--- src/spm_consts.vh ---
`ifndef SPM_CONSTS_VH
`define SPM_CONSTS_VH

// Clock and serial rates, in kHz.
`define SPM_CLK_KHZ 100000
`define SPM_RATE_1M_KHZ 1000
`define SPM_RATE_2M_KHZ 2000
`define SPM_RATE_8M_KHZ 8000
// Half periods of the serial clock in system cycles, rounded up.
`define SPM_HALF_1M ((`SPM_CLK_KHZ + 2*`SPM_RATE_1M_KHZ - 1) / (2*`SPM_RATE_1M_KHZ))
`define SPM_HALF_2M ((`SPM_CLK_KHZ + 2*`SPM_RATE_2M_KHZ - 1) / (2*`SPM_RATE_2M_KHZ))
`define SPM_HALF_8M ((`SPM_CLK_KHZ + 2*`SPM_RATE_8M_KHZ - 1) / (2*`SPM_RATE_8M_KHZ))

// Register indices; the byte address is four times the index.
`define SPM_IDX_CON1 10'h1D8
`define SPM_IDX_CON2 10'h1D9
`define SPM_IDX_DAT1 10'h1DA
`define SPM_IDX_DAT2 10'h1DB
`define SPM_IDX_DAT3 10'h1DC
`define SPM_IDX_ROUTE 10'h1DD
`define SPM_IDX_STAT 10'h1DE
`define SPM_IDX_MASK 10'h1DF

// First control register fields.
`define SPM_CON1_CP 5
`define SPM_CON1_RATE_HI 4
`define SPM_CON1_RATE_LO 3
`define SPM_CON1_CS_HI 2
// Second control register fields (bit n here is data bit n+8).
`define SPM_CON2_IEN 7
`define SPM_CON2_LEN_HI 5
`define SPM_CON2_LEN_LO 4
`define SPM_CON2_DONE 2
`define SPM_CON2_CI 1
`define SPM_CON2_ONES 8'h49
`define SPM_ROUTE_ONES 8'hF0

// Frame length codes.
`define SPM_LEN_8 2'h0
`define SPM_LEN_16 2'h1
`define SPM_LEN_24 2'h3

// Status and mask bits.
`define SPM_ST_XFER 0
`define SPM_ST_PERI 1

// Reset values.
`define SPM_CON1_RST 8'h00
`define SPM_CON2_RST 8'h02
`define SPM_DATA_RST 8'h00
`define SPM_ROUTE_RST 4'h0

`endif

--- src/spm_top.v ---
`timescale 1ns/1ps
`default_nettype none
`include "spm_consts.vh"

// What this block does
// - Frame length code 00 is 8 bits, 01 is 16, 11 is 24, 10 also runs as 24.
// - Cycle-complete flag sets whenever a serial transaction finishes.
// - Writing 0 clears the flag; starting a new transaction also clears it.
// - Idle bit and phase bit together choose clock idle level and active edge.
// - Unused bits 14, 11 and 8 of second control register read as 1.
// - The 24-bit word is three read/write byte registers, low to high.
// - A write to the top data byte while no frame runs starts a transaction with current settings.
// - Routing field steers the interrupt to none, IRQ3, IRQ4, IRQ5 or IRQ10.
// - Bits 7 to 4 of the routing register are unused and read as 1.
// - Peripherals may raise the shared interrupt only while enable bit 15 is set.
// - Clock rate field: 00 gives 1 MHz, 10 gives 2 MHz, 11 gives 8 MHz.
module spm_top (
  input wire CLOCK,
  input wire NRST,
  input wire PSEL,
  input wire PENABLE,
  input wire PWRITE,
  input wire [11:0] PADDR,
  input wire [31:0] PWDATA,
  output reg [31:0] PRDATA,
  output reg PREADY,
  output reg PSLVERR,
  input wire MISO,
  input wire PERIPH_IRQ_N,
  output wire SCLK,
  output wire MOSI,
  output reg [2:0] CHIP_SEL,
  output wire XFER_ACTIVE,
  output reg IRQ,
  output reg [3:0] IRQ_LINES
);
  reg [7:0] con1_reg;
  reg [7:0] con1_next;
  reg [7:0] con2_reg;
  reg [7:0] con2_next;
  reg [7:0] dat1_reg;
  reg [7:0] dat1_next;
  reg [7:0] dat2_reg;
  reg [7:0] dat2_next;
  reg [7:0] dat3_reg;
  reg [7:0] dat3_next;
  reg [3:0] route_reg;
  reg [3:0] route_next;
  reg [1:0] stat_reg;
  reg [1:0] stat_next;
  reg [1:0] mask_reg;
  reg [1:0] mask_next;
  reg start_reg;
  reg start_next;
  reg [7:0] half_cnt;
  reg [7:0] rd_byte;
  reg mapped;
  reg [3:0] lines_next;

  wire [9:0] idx;
  wire setup;
  wire access;
  wire wr_en;
  wire rd_en;
  wire [1:0] miso_irq_sync;
  wire peri_req;
  wire shf_busy;
  wire shf_done;
  wire [23:0] shf_rx;
  wire [7:0] wbyte;

  assign idx = PADDR[11:2];
  assign wbyte = PWDATA[7:0];
  // The request is only acted upon in the access cycle that completes it.
  assign setup = PSEL && !PENABLE && !PREADY;
  assign access = PSEL && PENABLE && PREADY;
  assign wr_en = access && PWRITE && !PSLVERR;
  assign rd_en = access && !PWRITE && !PSLVERR;

  spm_sync #(
    .W(2)
  ) u_sync (
    .clk(CLOCK),
    .rst_n(NRST),
    .async_in({PERIPH_IRQ_N, MISO}),
    .sync_out(miso_irq_sync)
  );

  // Request is low-active on the pin and only counts while enabled.
  assign peri_req = !miso_irq_sync[1] && con2_reg[`SPM_CON2_IEN];

  // Half periods are small, so only their low byte reaches the divider.
  localparam [31:0] half_1m = `SPM_HALF_1M;
  localparam [31:0] half_2m = `SPM_HALF_2M;
  localparam [31:0] half_8m = `SPM_HALF_8M;

  // Clock rate from the first control register; the unlisted code runs at 1 MHz.
  always @* begin
    case (con1_reg[`SPM_CON1_RATE_HI:`SPM_CON1_RATE_LO])
      2'h2: half_cnt = half_2m[7:0];
      2'h3: half_cnt = half_8m[7:0];
      default: half_cnt = half_1m[7:0];
    endcase
  end

  spm_shifter u_shifter (
    .clk(CLOCK),
    .rst_n(NRST),
    .start(start_reg),
    .word({dat3_reg, dat2_reg, dat1_reg}),
    .len_code(con2_reg[`SPM_CON2_LEN_HI:`SPM_CON2_LEN_LO]),
    .cpol(~con2_reg[`SPM_CON2_CI]),
    .cpha(con1_reg[`SPM_CON1_CP]),
    .half_cnt(half_cnt),
    .miso(miso_irq_sync[0]),
    .sclk(SCLK),
    .mosi(MOSI),
    .busy(shf_busy),
    .done(shf_done),
    .rx_word(shf_rx)
  );

  assign XFER_ACTIVE = shf_busy;

  // Address decode and read data for the access cycle that follows.
  always @* begin
    mapped = (PADDR[1:0] == 2'h0);
    case (idx)
      `SPM_IDX_CON1: rd_byte = con1_reg;
      `SPM_IDX_CON2: rd_byte = con2_reg | `SPM_CON2_ONES;
      `SPM_IDX_DAT1: rd_byte = dat1_reg;
      `SPM_IDX_DAT2: rd_byte = dat2_reg;
      `SPM_IDX_DAT3: rd_byte = dat3_reg;
      `SPM_IDX_ROUTE: rd_byte = `SPM_ROUTE_ONES;
      `SPM_IDX_STAT: rd_byte = {6'h00, stat_reg};
      `SPM_IDX_MASK: rd_byte = {6'h00, mask_reg};
      default: begin
        rd_byte = 8'h00;
        mapped = 1'b0;
      end
    endcase
  end

  // Register write and hardware update logic.
  always @* begin
    con1_next = con1_reg;
    con2_next = con2_reg;
    dat1_next = dat1_reg;
    dat2_next = dat2_reg;
    dat3_next = dat3_reg;
    route_next = route_reg;
    mask_next = mask_reg;
    start_next = 1'b0;
    if (wr_en) begin
      case (idx)
        `SPM_IDX_CON1: con1_next = wbyte;
        `SPM_IDX_CON2: begin
          con2_next[`SPM_CON2_IEN] = wbyte[`SPM_CON2_IEN];
          con2_next[`SPM_CON2_LEN_HI] = wbyte[`SPM_CON2_LEN_HI];
          con2_next[`SPM_CON2_LEN_LO] = wbyte[`SPM_CON2_LEN_LO];
          con2_next[`SPM_CON2_CI] = wbyte[`SPM_CON2_CI];
          // Writing 1 to the flag leaves it as it is.
          if (!wbyte[`SPM_CON2_DONE]) begin
            con2_next[`SPM_CON2_DONE] = 1'b0;
          end
        end
        `SPM_IDX_DAT1: begin
          if (!shf_busy) begin
            dat1_next = wbyte;
          end
        end
        `SPM_IDX_DAT2: begin
          if (!shf_busy) begin
            dat2_next = wbyte;
          end
        end
        `SPM_IDX_DAT3: begin
          // A write during a running frame is dropped so the word stays intact.
          if (!shf_busy) begin
            dat3_next = wbyte;
            start_next = 1'b1;
            con2_next[`SPM_CON2_DONE] = 1'b0;
          end
        end
        `SPM_IDX_ROUTE: route_next = wbyte[3:0];
        `SPM_IDX_MASK: mask_next = wbyte[1:0];
        default: start_next = 1'b0;
      endcase
    end
    // Received bits replace only the bytes that took part in the frame.
    if (shf_done) begin
      con2_next[`SPM_CON2_DONE] = 1'b1;
      dat1_next = shf_rx[7:0];
      case (con2_reg[`SPM_CON2_LEN_HI:`SPM_CON2_LEN_LO])
        `SPM_LEN_8: begin
          dat1_next = shf_rx[7:0];
        end
        `SPM_LEN_16: begin
          dat2_next = shf_rx[15:8];
          dat1_next = shf_rx[7:0];
        end
        default: begin
          dat3_next = shf_rx[23:16];
          dat2_next = shf_rx[15:8];
          dat1_next = shf_rx[7:0];
        end
      endcase
    end
  end

  // Sticky status: a read clears only the bits it returned, so an event
  // landing between setup and access is not lost.
  always @* begin
    stat_next = stat_reg;
    if (rd_en && idx == `SPM_IDX_STAT) begin
      stat_next = stat_reg & ~PRDATA[1:0];
    end
    if (shf_done) begin
      stat_next[`SPM_ST_XFER] = 1'b1;
    end
    if (peri_req) begin
      stat_next[`SPM_ST_PERI] = 1'b1;
    end
  end

  // Only the documented one-hot routes reach a line; others drive none.
  always @* begin
    case (route_reg)
      4'h1: lines_next = {3'h0, IRQ};
      4'h2: lines_next = {2'h0, IRQ, 1'b0};
      4'h4: lines_next = {1'b0, IRQ, 2'h0};
      4'h8: lines_next = {IRQ, 3'h0};
      default: lines_next = 4'h0;
    endcase
  end

  always @(posedge CLOCK) begin
    if (!NRST) begin
      con1_reg <= `SPM_CON1_RST;
      con2_reg <= `SPM_CON2_RST;
      dat1_reg <= `SPM_DATA_RST;
      dat2_reg <= `SPM_DATA_RST;
      dat3_reg <= `SPM_DATA_RST;
      route_reg <= `SPM_ROUTE_RST;
      stat_reg <= 2'h0;
      mask_reg <= 2'h0;
      start_reg <= 1'b0;
      PRDATA <= 32'h00000000;
      PREADY <= 1'b0;
      PSLVERR <= 1'b0;
      CHIP_SEL <= 3'h0;
      IRQ <= 1'b0;
      IRQ_LINES <= 4'h0;
    end else begin
      con1_reg <= con1_next;
      con2_reg <= con2_next;
      dat1_reg <= dat1_next;
      dat2_reg <= dat2_next;
      dat3_reg <= dat3_next;
      route_reg <= route_next;
      stat_reg <= stat_next;
      mask_reg <= mask_next;
      start_reg <= start_next;
      // One wait-free access: ready rises in the cycle after setup.
      if (setup) begin
        PREADY <= 1'b1;
        PSLVERR <= !mapped;
        PRDATA <= (mapped && !PWRITE) ? {24'h000000, rd_byte} : 32'h00000000;
      end else begin
        PREADY <= 1'b0;
        PSLVERR <= 1'b0;
      end
      // Chip select follows the programmed code only while a frame runs.
      if (start_reg || shf_busy) begin
        CHIP_SEL <= con1_reg[`SPM_CON1_CS_HI:0];
      end else begin
        CHIP_SEL <= 3'h0;
      end
      IRQ <= |(stat_next & mask_reg);
      IRQ_LINES <= lines_next;
    end
  end
endmodule

`default_nettype wire

--- src/spm_sync.v ---
`timescale 1ns/1ps
`default_nettype none

module spm_sync #(
  parameter W = 2
) (
  input wire clk,
  input wire rst_n,
  input wire [W-1:0] async_in,
  output reg [W-1:0] sync_out
);
  genvar i;
  generate
    for (i = 0; i < W; i = i + 1) begin : g_bit
      reg s1_reg;
      reg s2_reg;
      reg s3_reg;
      // The output only moves once the second and third stages agree.
      always @(posedge clk) begin
        if (!rst_n) begin
          s1_reg <= 1'b1;
          s2_reg <= 1'b1;
          s3_reg <= 1'b1;
          sync_out[i] <= 1'b1;
        end else begin
          s1_reg <= async_in[i];
          s2_reg <= s1_reg;
          s3_reg <= s2_reg;
          if (s2_reg == s3_reg) begin
            sync_out[i] <= s3_reg;
          end
        end
      end
    end
  endgenerate
endmodule

`default_nettype wire

--- src/spm_shifter.v ---
`timescale 1ns/1ps
`default_nettype none
`include "spm_consts.vh"

module spm_shifter (
  input wire clk,
  input wire rst_n,
  input wire start,
  input wire [23:0] word,
  input wire [1:0] len_code,
  input wire cpol,
  input wire cpha,
  input wire [7:0] half_cnt,
  input wire miso,
  output reg sclk,
  output reg mosi,
  output reg busy,
  output reg done,
  output reg [23:0] rx_word
);
  reg [7:0] div_reg;
  reg [5:0] edge_reg;
  reg [5:0] last_reg;
  reg [23:0] tx_reg;
  reg cpol_reg;
  reg cpha_reg;
  reg [23:0] aligned;
  reg [5:0] edges;

  always @* begin
    case (len_code)
      `SPM_LEN_8: begin
        aligned = {word[7:0], 16'h0000};
        edges = 6'h10;
      end
      `SPM_LEN_16: begin
        aligned = {word[15:0], 8'h00};
        edges = 6'h20;
      end
      default: begin
        aligned = word;
        edges = 6'h30;
      end
    endcase
  end

  always @(posedge clk) begin
    if (!rst_n) begin
      div_reg <= 8'h00;
      edge_reg <= 6'h00;
      last_reg <= 6'h00;
      tx_reg <= 24'h000000;
      cpol_reg <= 1'b0;
      cpha_reg <= 1'b0;
      sclk <= 1'b0;
      mosi <= 1'b0;
      busy <= 1'b0;
      done <= 1'b0;
      rx_word <= 24'h000000;
    end else begin
      done <= 1'b0;
      if (start && !busy) begin
        busy <= 1'b1;
        div_reg <= half_cnt - 8'h01;
        edge_reg <= 6'h00;
        last_reg <= edges;
        cpol_reg <= cpol;
        cpha_reg <= cpha;
        sclk <= cpol;
        mosi <= aligned[23];
        // Phase 0 presents the first bit now, phase 1 on the leading edge.
        tx_reg <= cpha ? aligned : {aligned[22:0], 1'b0};
        rx_word <= 24'h000000;
      end else if (busy) begin
        if (div_reg != 8'h00) begin
          div_reg <= div_reg - 8'h01;
        end else begin
          div_reg <= half_cnt - 8'h01;
          if (edge_reg == last_reg) begin
            busy <= 1'b0;
            done <= 1'b1;
            sclk <= cpol_reg;
          end else begin
            sclk <= ~sclk;
            edge_reg <= edge_reg + 6'h01;
            if (edge_reg[0] == cpha_reg) begin
              rx_word <= {rx_word[22:0], miso};
            end else begin
              mosi <= tx_reg[23];
              tx_reg <= {tx_reg[22:0], 1'b0};
            end
          end
        end
      end else begin
        // The idle level follows the idle bit, so a frame never opens with a stray edge.
        sclk <= cpol;
      end
    end
  end
endmodule

`default_nettype wire

--- config.mk ---
export PLATFORM = sky130hd
export DESIGN_NAME = spm_top
export DESIGN_NICKNAME = d
export VERILOG_FILES = /design/src/spm_top.v /design/src/spm_sync.v /design/src/spm_shifter.v
export VERILOG_INCLUDE_DIRS = /design/src
export SDC_FILE = /design/constraint.sdc
export NUM_CORES = 1
export LEC_CHECK = 0
export BUFFER_PORTS_ARGS = -buffer_cell sky130_fd_sc_hd__buf_2
export CORE_MARGIN = 5
export CORE_UTILIZATION = 40
export CTS_CLUSTER_DIAMETER = 60
export DETAILED_ROUTE_END_ITERATION = 8
export GPL_ROUTABILITY_DRIVEN = 0
export GPL_TIMING_DRIVEN = 0
export RECOVER_POWER = 50
export SLEW_MARGIN = 20
export SYNTH_ARGS = -nofsm -noshare
export SYNTH_HDL_FRONTEND = slang
export SYNTH_SLANG_ARGS = --single-unit
--- constraint.sdc ---
create_clock -name CLOCK -period 5.1 [get_ports CLOCK]
set_input_delay 0 -clock CLOCK [delete_from_list [all_inputs] [get_ports CLOCK]]
set_output_delay 0 -clock CLOCK [all_outputs]
set_load 0.03 [all_outputs]
==> run summary <==
After legalization and detailed placement, the total HPWL measured 16800 um. Counting flops with a built-in enable in the synthesized netlist gives 0. In this design, the largest share of critical-path delay is due to simple AND/OR/NAND/NOR gates. The core region is 0.0186 mm^2. The number of detailed-routing iterations run before antenna repair was 5; the average routed wire per standard cell was 19.3 um.

The width of the die is 147 um, and the number of antenna violations at the first check in global routing is 1. After technology mapping, the gate count stands at 856. The share of power burned in registers was 43.7%; the final critical-path required period was 2.80 ns. The count of buffers added by post-CTS timing repair for setup was 0; the number of clock buffers inserted by TritonCTS was 17. In the routed layout, each cell is associated on average with a via count of 5.74.

The total number of H-tree levels is 4. Data arrives at the worst endpoint at 3.14 ns. After detailed routing, the number of remaining DRC violations is 0. The number of cells on the worst reg-to-reg path works out to 5. Required time at the worst-slack endpoint: 5.44 ns. The height of the chip is 147 um, and the final cell count without fillers is 1204. The flow ran to the end, and the final reports show no timing, DRC or antenna violations. The worst-path maximum fanout is 10, and the average cell area after synthesis is 8.74 um^2. For this run, the leading register cell type out of synthesis is dfxtp_1. Synthesis inferred 142 register bits. The run gives 6909 as the via count. Element type at the critical path end: a flip-flop. For the worst-skew pair, the clock arrives at the later sink with an insertion delay of 0.43 ns. The tools report the site row count as 50.

Combinational logic is responsible for 5.4% of the overall power. Final count of negative-setup-slack endpoints: 0. The logs give 77 for the number of distinct library cell variants in the gate-level netlist after synthesis and 17 for the maximum number of pins on one net before global-route repair.

The depth of the worst hold-timing path was 3; the number of I/O port buffers was 47. The buffer and inverter count on the worst path was 1. The number of antenna cells inserted was 0; the combined global-route utilization of all metal layers was 21.3%.

The area added between synthesis and finish works out to 17.4%. Setup repair after global routing left no endpoint under its margin. TritonCTS built the clock tree.

Logic depth of the worst path, buffers included: 5. Number of global-route vias before repair: 6293. The number of hold violations in the final report was 0; the remaining antenna violation count after routing was 0. After synthesis, the share of flip-flops with an asynchronous set or reset is 0%. The switching power of the nets was 0.588 mW; the worst clock skew was 0.0136 ns. In this run, placement finished with an instance count of 1160.

VDD sags by at most 0.275 mV. The total power per unit cell area was 290 mW/mm^2. The initial utilization of the core area, before any placement, comes to 40.3%. The clock tree buffer depth was 2. The worst path uses 54.8% of the clock period.

After detailed routing, the total wire length is 23200 um. The total negative slack was 0 ns. The minimum setup slack after placement came out at 2.74 ns. Summing every instance area after synthesis gives 0.00748 mm^2. The count of hold-fix buffers inserted at cts was 13. STA classifies the critical path startpoint as a flip-flop.

The max-capacitance violation count came out at 0. Global routing finished with a remaining overflow of 0. Clock transition time at the flip-flop clock pins of the worst setup and hold paths: 0.06 ns.

The first global-routing pass estimated 36600 um of wire. Classification of the worst setup path: reg -> reg. The number of warnings printed during yosys synthesis came out at 0. The fraction of power spent switching nets was 23.1%. Once layout is complete, the utilization of the core stands at 47.3%.

The number of max-slew violations in the final report was 0. Walking the worst path, the cells encountered are nand4b_1 -> nor4_1 -> clkbuf_1 -> nor3_1 -> a211oi_1. Clock tree synthesis found a total of 142 sinks. The cell leakage power was 3.14 nW. The die area is 0.0215 mm^2, and the I/O pin count is 96. The worst hold-check path type was in -> reg.

Of the cells placed in the final design, the portion with a size suffix greater than 1 is 13.1%. In this run, the clock network consumes 50.9% of the power. For this design, the slowest cell found on the critical path is nor4_1. Gates resized during post-CTS repair numbered 0. In the post-route analysis, the smallest setup slack over all paths is 2.30 ns. The tools report the max-slew headroom at the worst pin as 5.25%.

For this run, the top clock speed supported by timing is 0.358 GHz. For this run, the register share of the synthesized area comes to 38.0%. The delay of the slowest cell on the worst path was 1.28 ns. The net total in the final layout is 1013. In this run the clock root is driven by a clkbuf_16. The detailed router finished its first iteration with 516 violations.

For the pin with the worst max-slew slack, the measured transition is 1.41 ns. The cell-internal power came out at 1.96 mW.
cell families (layout without fill, tap and decap cells):
| kind of cell | after synthesis | after routing | share of synthesized area [%] |
|---|---|---|---|
| AO/OA/AOI/OAI | 221 | 221 | 20.6 |
| XOR/XNOR | 5 | 5 | 0.586 |
| adder cells (fa/ha/maj) | 4 | 4 | 0.669 |
| buffers and inverters | 117 | 208 | 8.01 |
| flip-flops | 142 | 142 | 38.0 |
| multiplexers | 69 | 69 | 9.79 |
| other | 1 | 24 | 0.0501 |
| AND/OR/NAND/NOR | 297 | 297 | 22.3 |
synthesized netlist by cell type (7+ instances only):
cell,instances,area share (%)
o31a_1,9,1.1
nor3_1,27,1.8
nor2b_1,9,0.75
buf_4,26,2.6
a221oi_1,19,2.2
nor2_1,46,2.3
inv_1,18,0.90
o31ai_1,16,1.6
nand3_1,23,1.5
mux2_2,13,2.0
a21oi_1,34,2.3
and3_1,7,0.59
a31oi_1,7,0.59
o311a_1,9,1.2
dfxtp_1,142,38
clkbuf_1,47,2.4
buf_2,17,1.1
a211oi_1,20,2.0
nand2_1,79,4.0
and4_1,10,1.2
nand4b_1,9,1.1
a311oi_1,13,1.5
or4_1,7,0.70
o211ai_1,17,1.7
mux2i_1,54,7.2
o21ai_0,52,3.5
nand4_1,23,1.9
nand2b_1,15,1.3
power by group through the flow:
| stage | clock network, mW | registers (mW) | logic [mW] |
|---|---|---|---|
| after global placement | 0 | 1.14 | 0.129 |
| after global routing | 1.37 | 1.11 | 0.147 |
| final | 1.29 | 1.11 | 0.137 |
| after CTS | 1.31 | 1.11 | 0.136 |
| after detailed placement | 0 | 1.14 | 0.128 |
| after floorplan | 0 | 1.14 | 0.0854 |
metal layers:
layer  vias to the layer above  global-route usage (%)  part of all wire, %
met3                        50                    4.35                  6.7
met5                         -                       0                0.056
met2                       255                    32.6                   45
met1                      3236                    29.8                   46
met4                         2                    7.71                  3.2
li1                       3366                       -                    -
area by class of cell:
cell class / instances / area, um^2
clock inverter: 11 / 156
fill: 1827 / 9800
sequential: 142 / 2840
tap: 234 / 293
buffer: 98 / 522
inverter: 19 / 71.3
multi-input combinational: 620 / 4100
timing repair buffer: 60 / 338
clock buffer: 20 / 457
layout by cell type, fill, tap and decap left out, types with 16 or more instances in the layout:
cell type  synthesis  routed
o211ai_1          17      17
nand4_1           23      23
dfxtp_1          142     142
o21ai_0           52      52
nor2_1            46      46
clkbuf_1          47      73
nand3_1           23      23
buf_4             26      25
a221oi_1          19      19
clkbuf_16          0      17
a21oi_1           34      34
nand2_1           79      79
nor3_1            27      27
buf_2             17      40
conb_1             1      24
o31ai_1           16      16
mux2i_1           54      54
inv_1             18      18
a211oi_1          20      20
worst paths after layout:
path	startpoint	endpoint	slack (ns)
min	NRST	PREADY	0.01
max	PSLVERR	dat1_reg[7]	2.30
max reg2reg	PSLVERR	dat1_reg[7]	2.30
min reg2reg	u_sync.g_bit[1].s1_reg	u_sync.g_bit[1].s2_reg	0.41
metrics by stage:
stage	cell area (um^2)	hold slack [ns]	power [mW]
finish	8780	0.0121	2.54
global route	8780	0.0186	2.63
CTS	8840	0.00602	2.56
detailed placement	8090	0.187	1.27
global placement	8090	0.185	1.27
floorplan	7570	0.101	1.22
worst reg2reg max path, stage by stage (launching register included):
cell and delay, ns:
dfxtp_1 0.30, nand4b_1 0.43, nor4_1 1.28, clkbuf_1 0.44, nor3_1 0.10, a211oi_1 0.17
No activity file was read; power rests on OpenSTA's default activity.
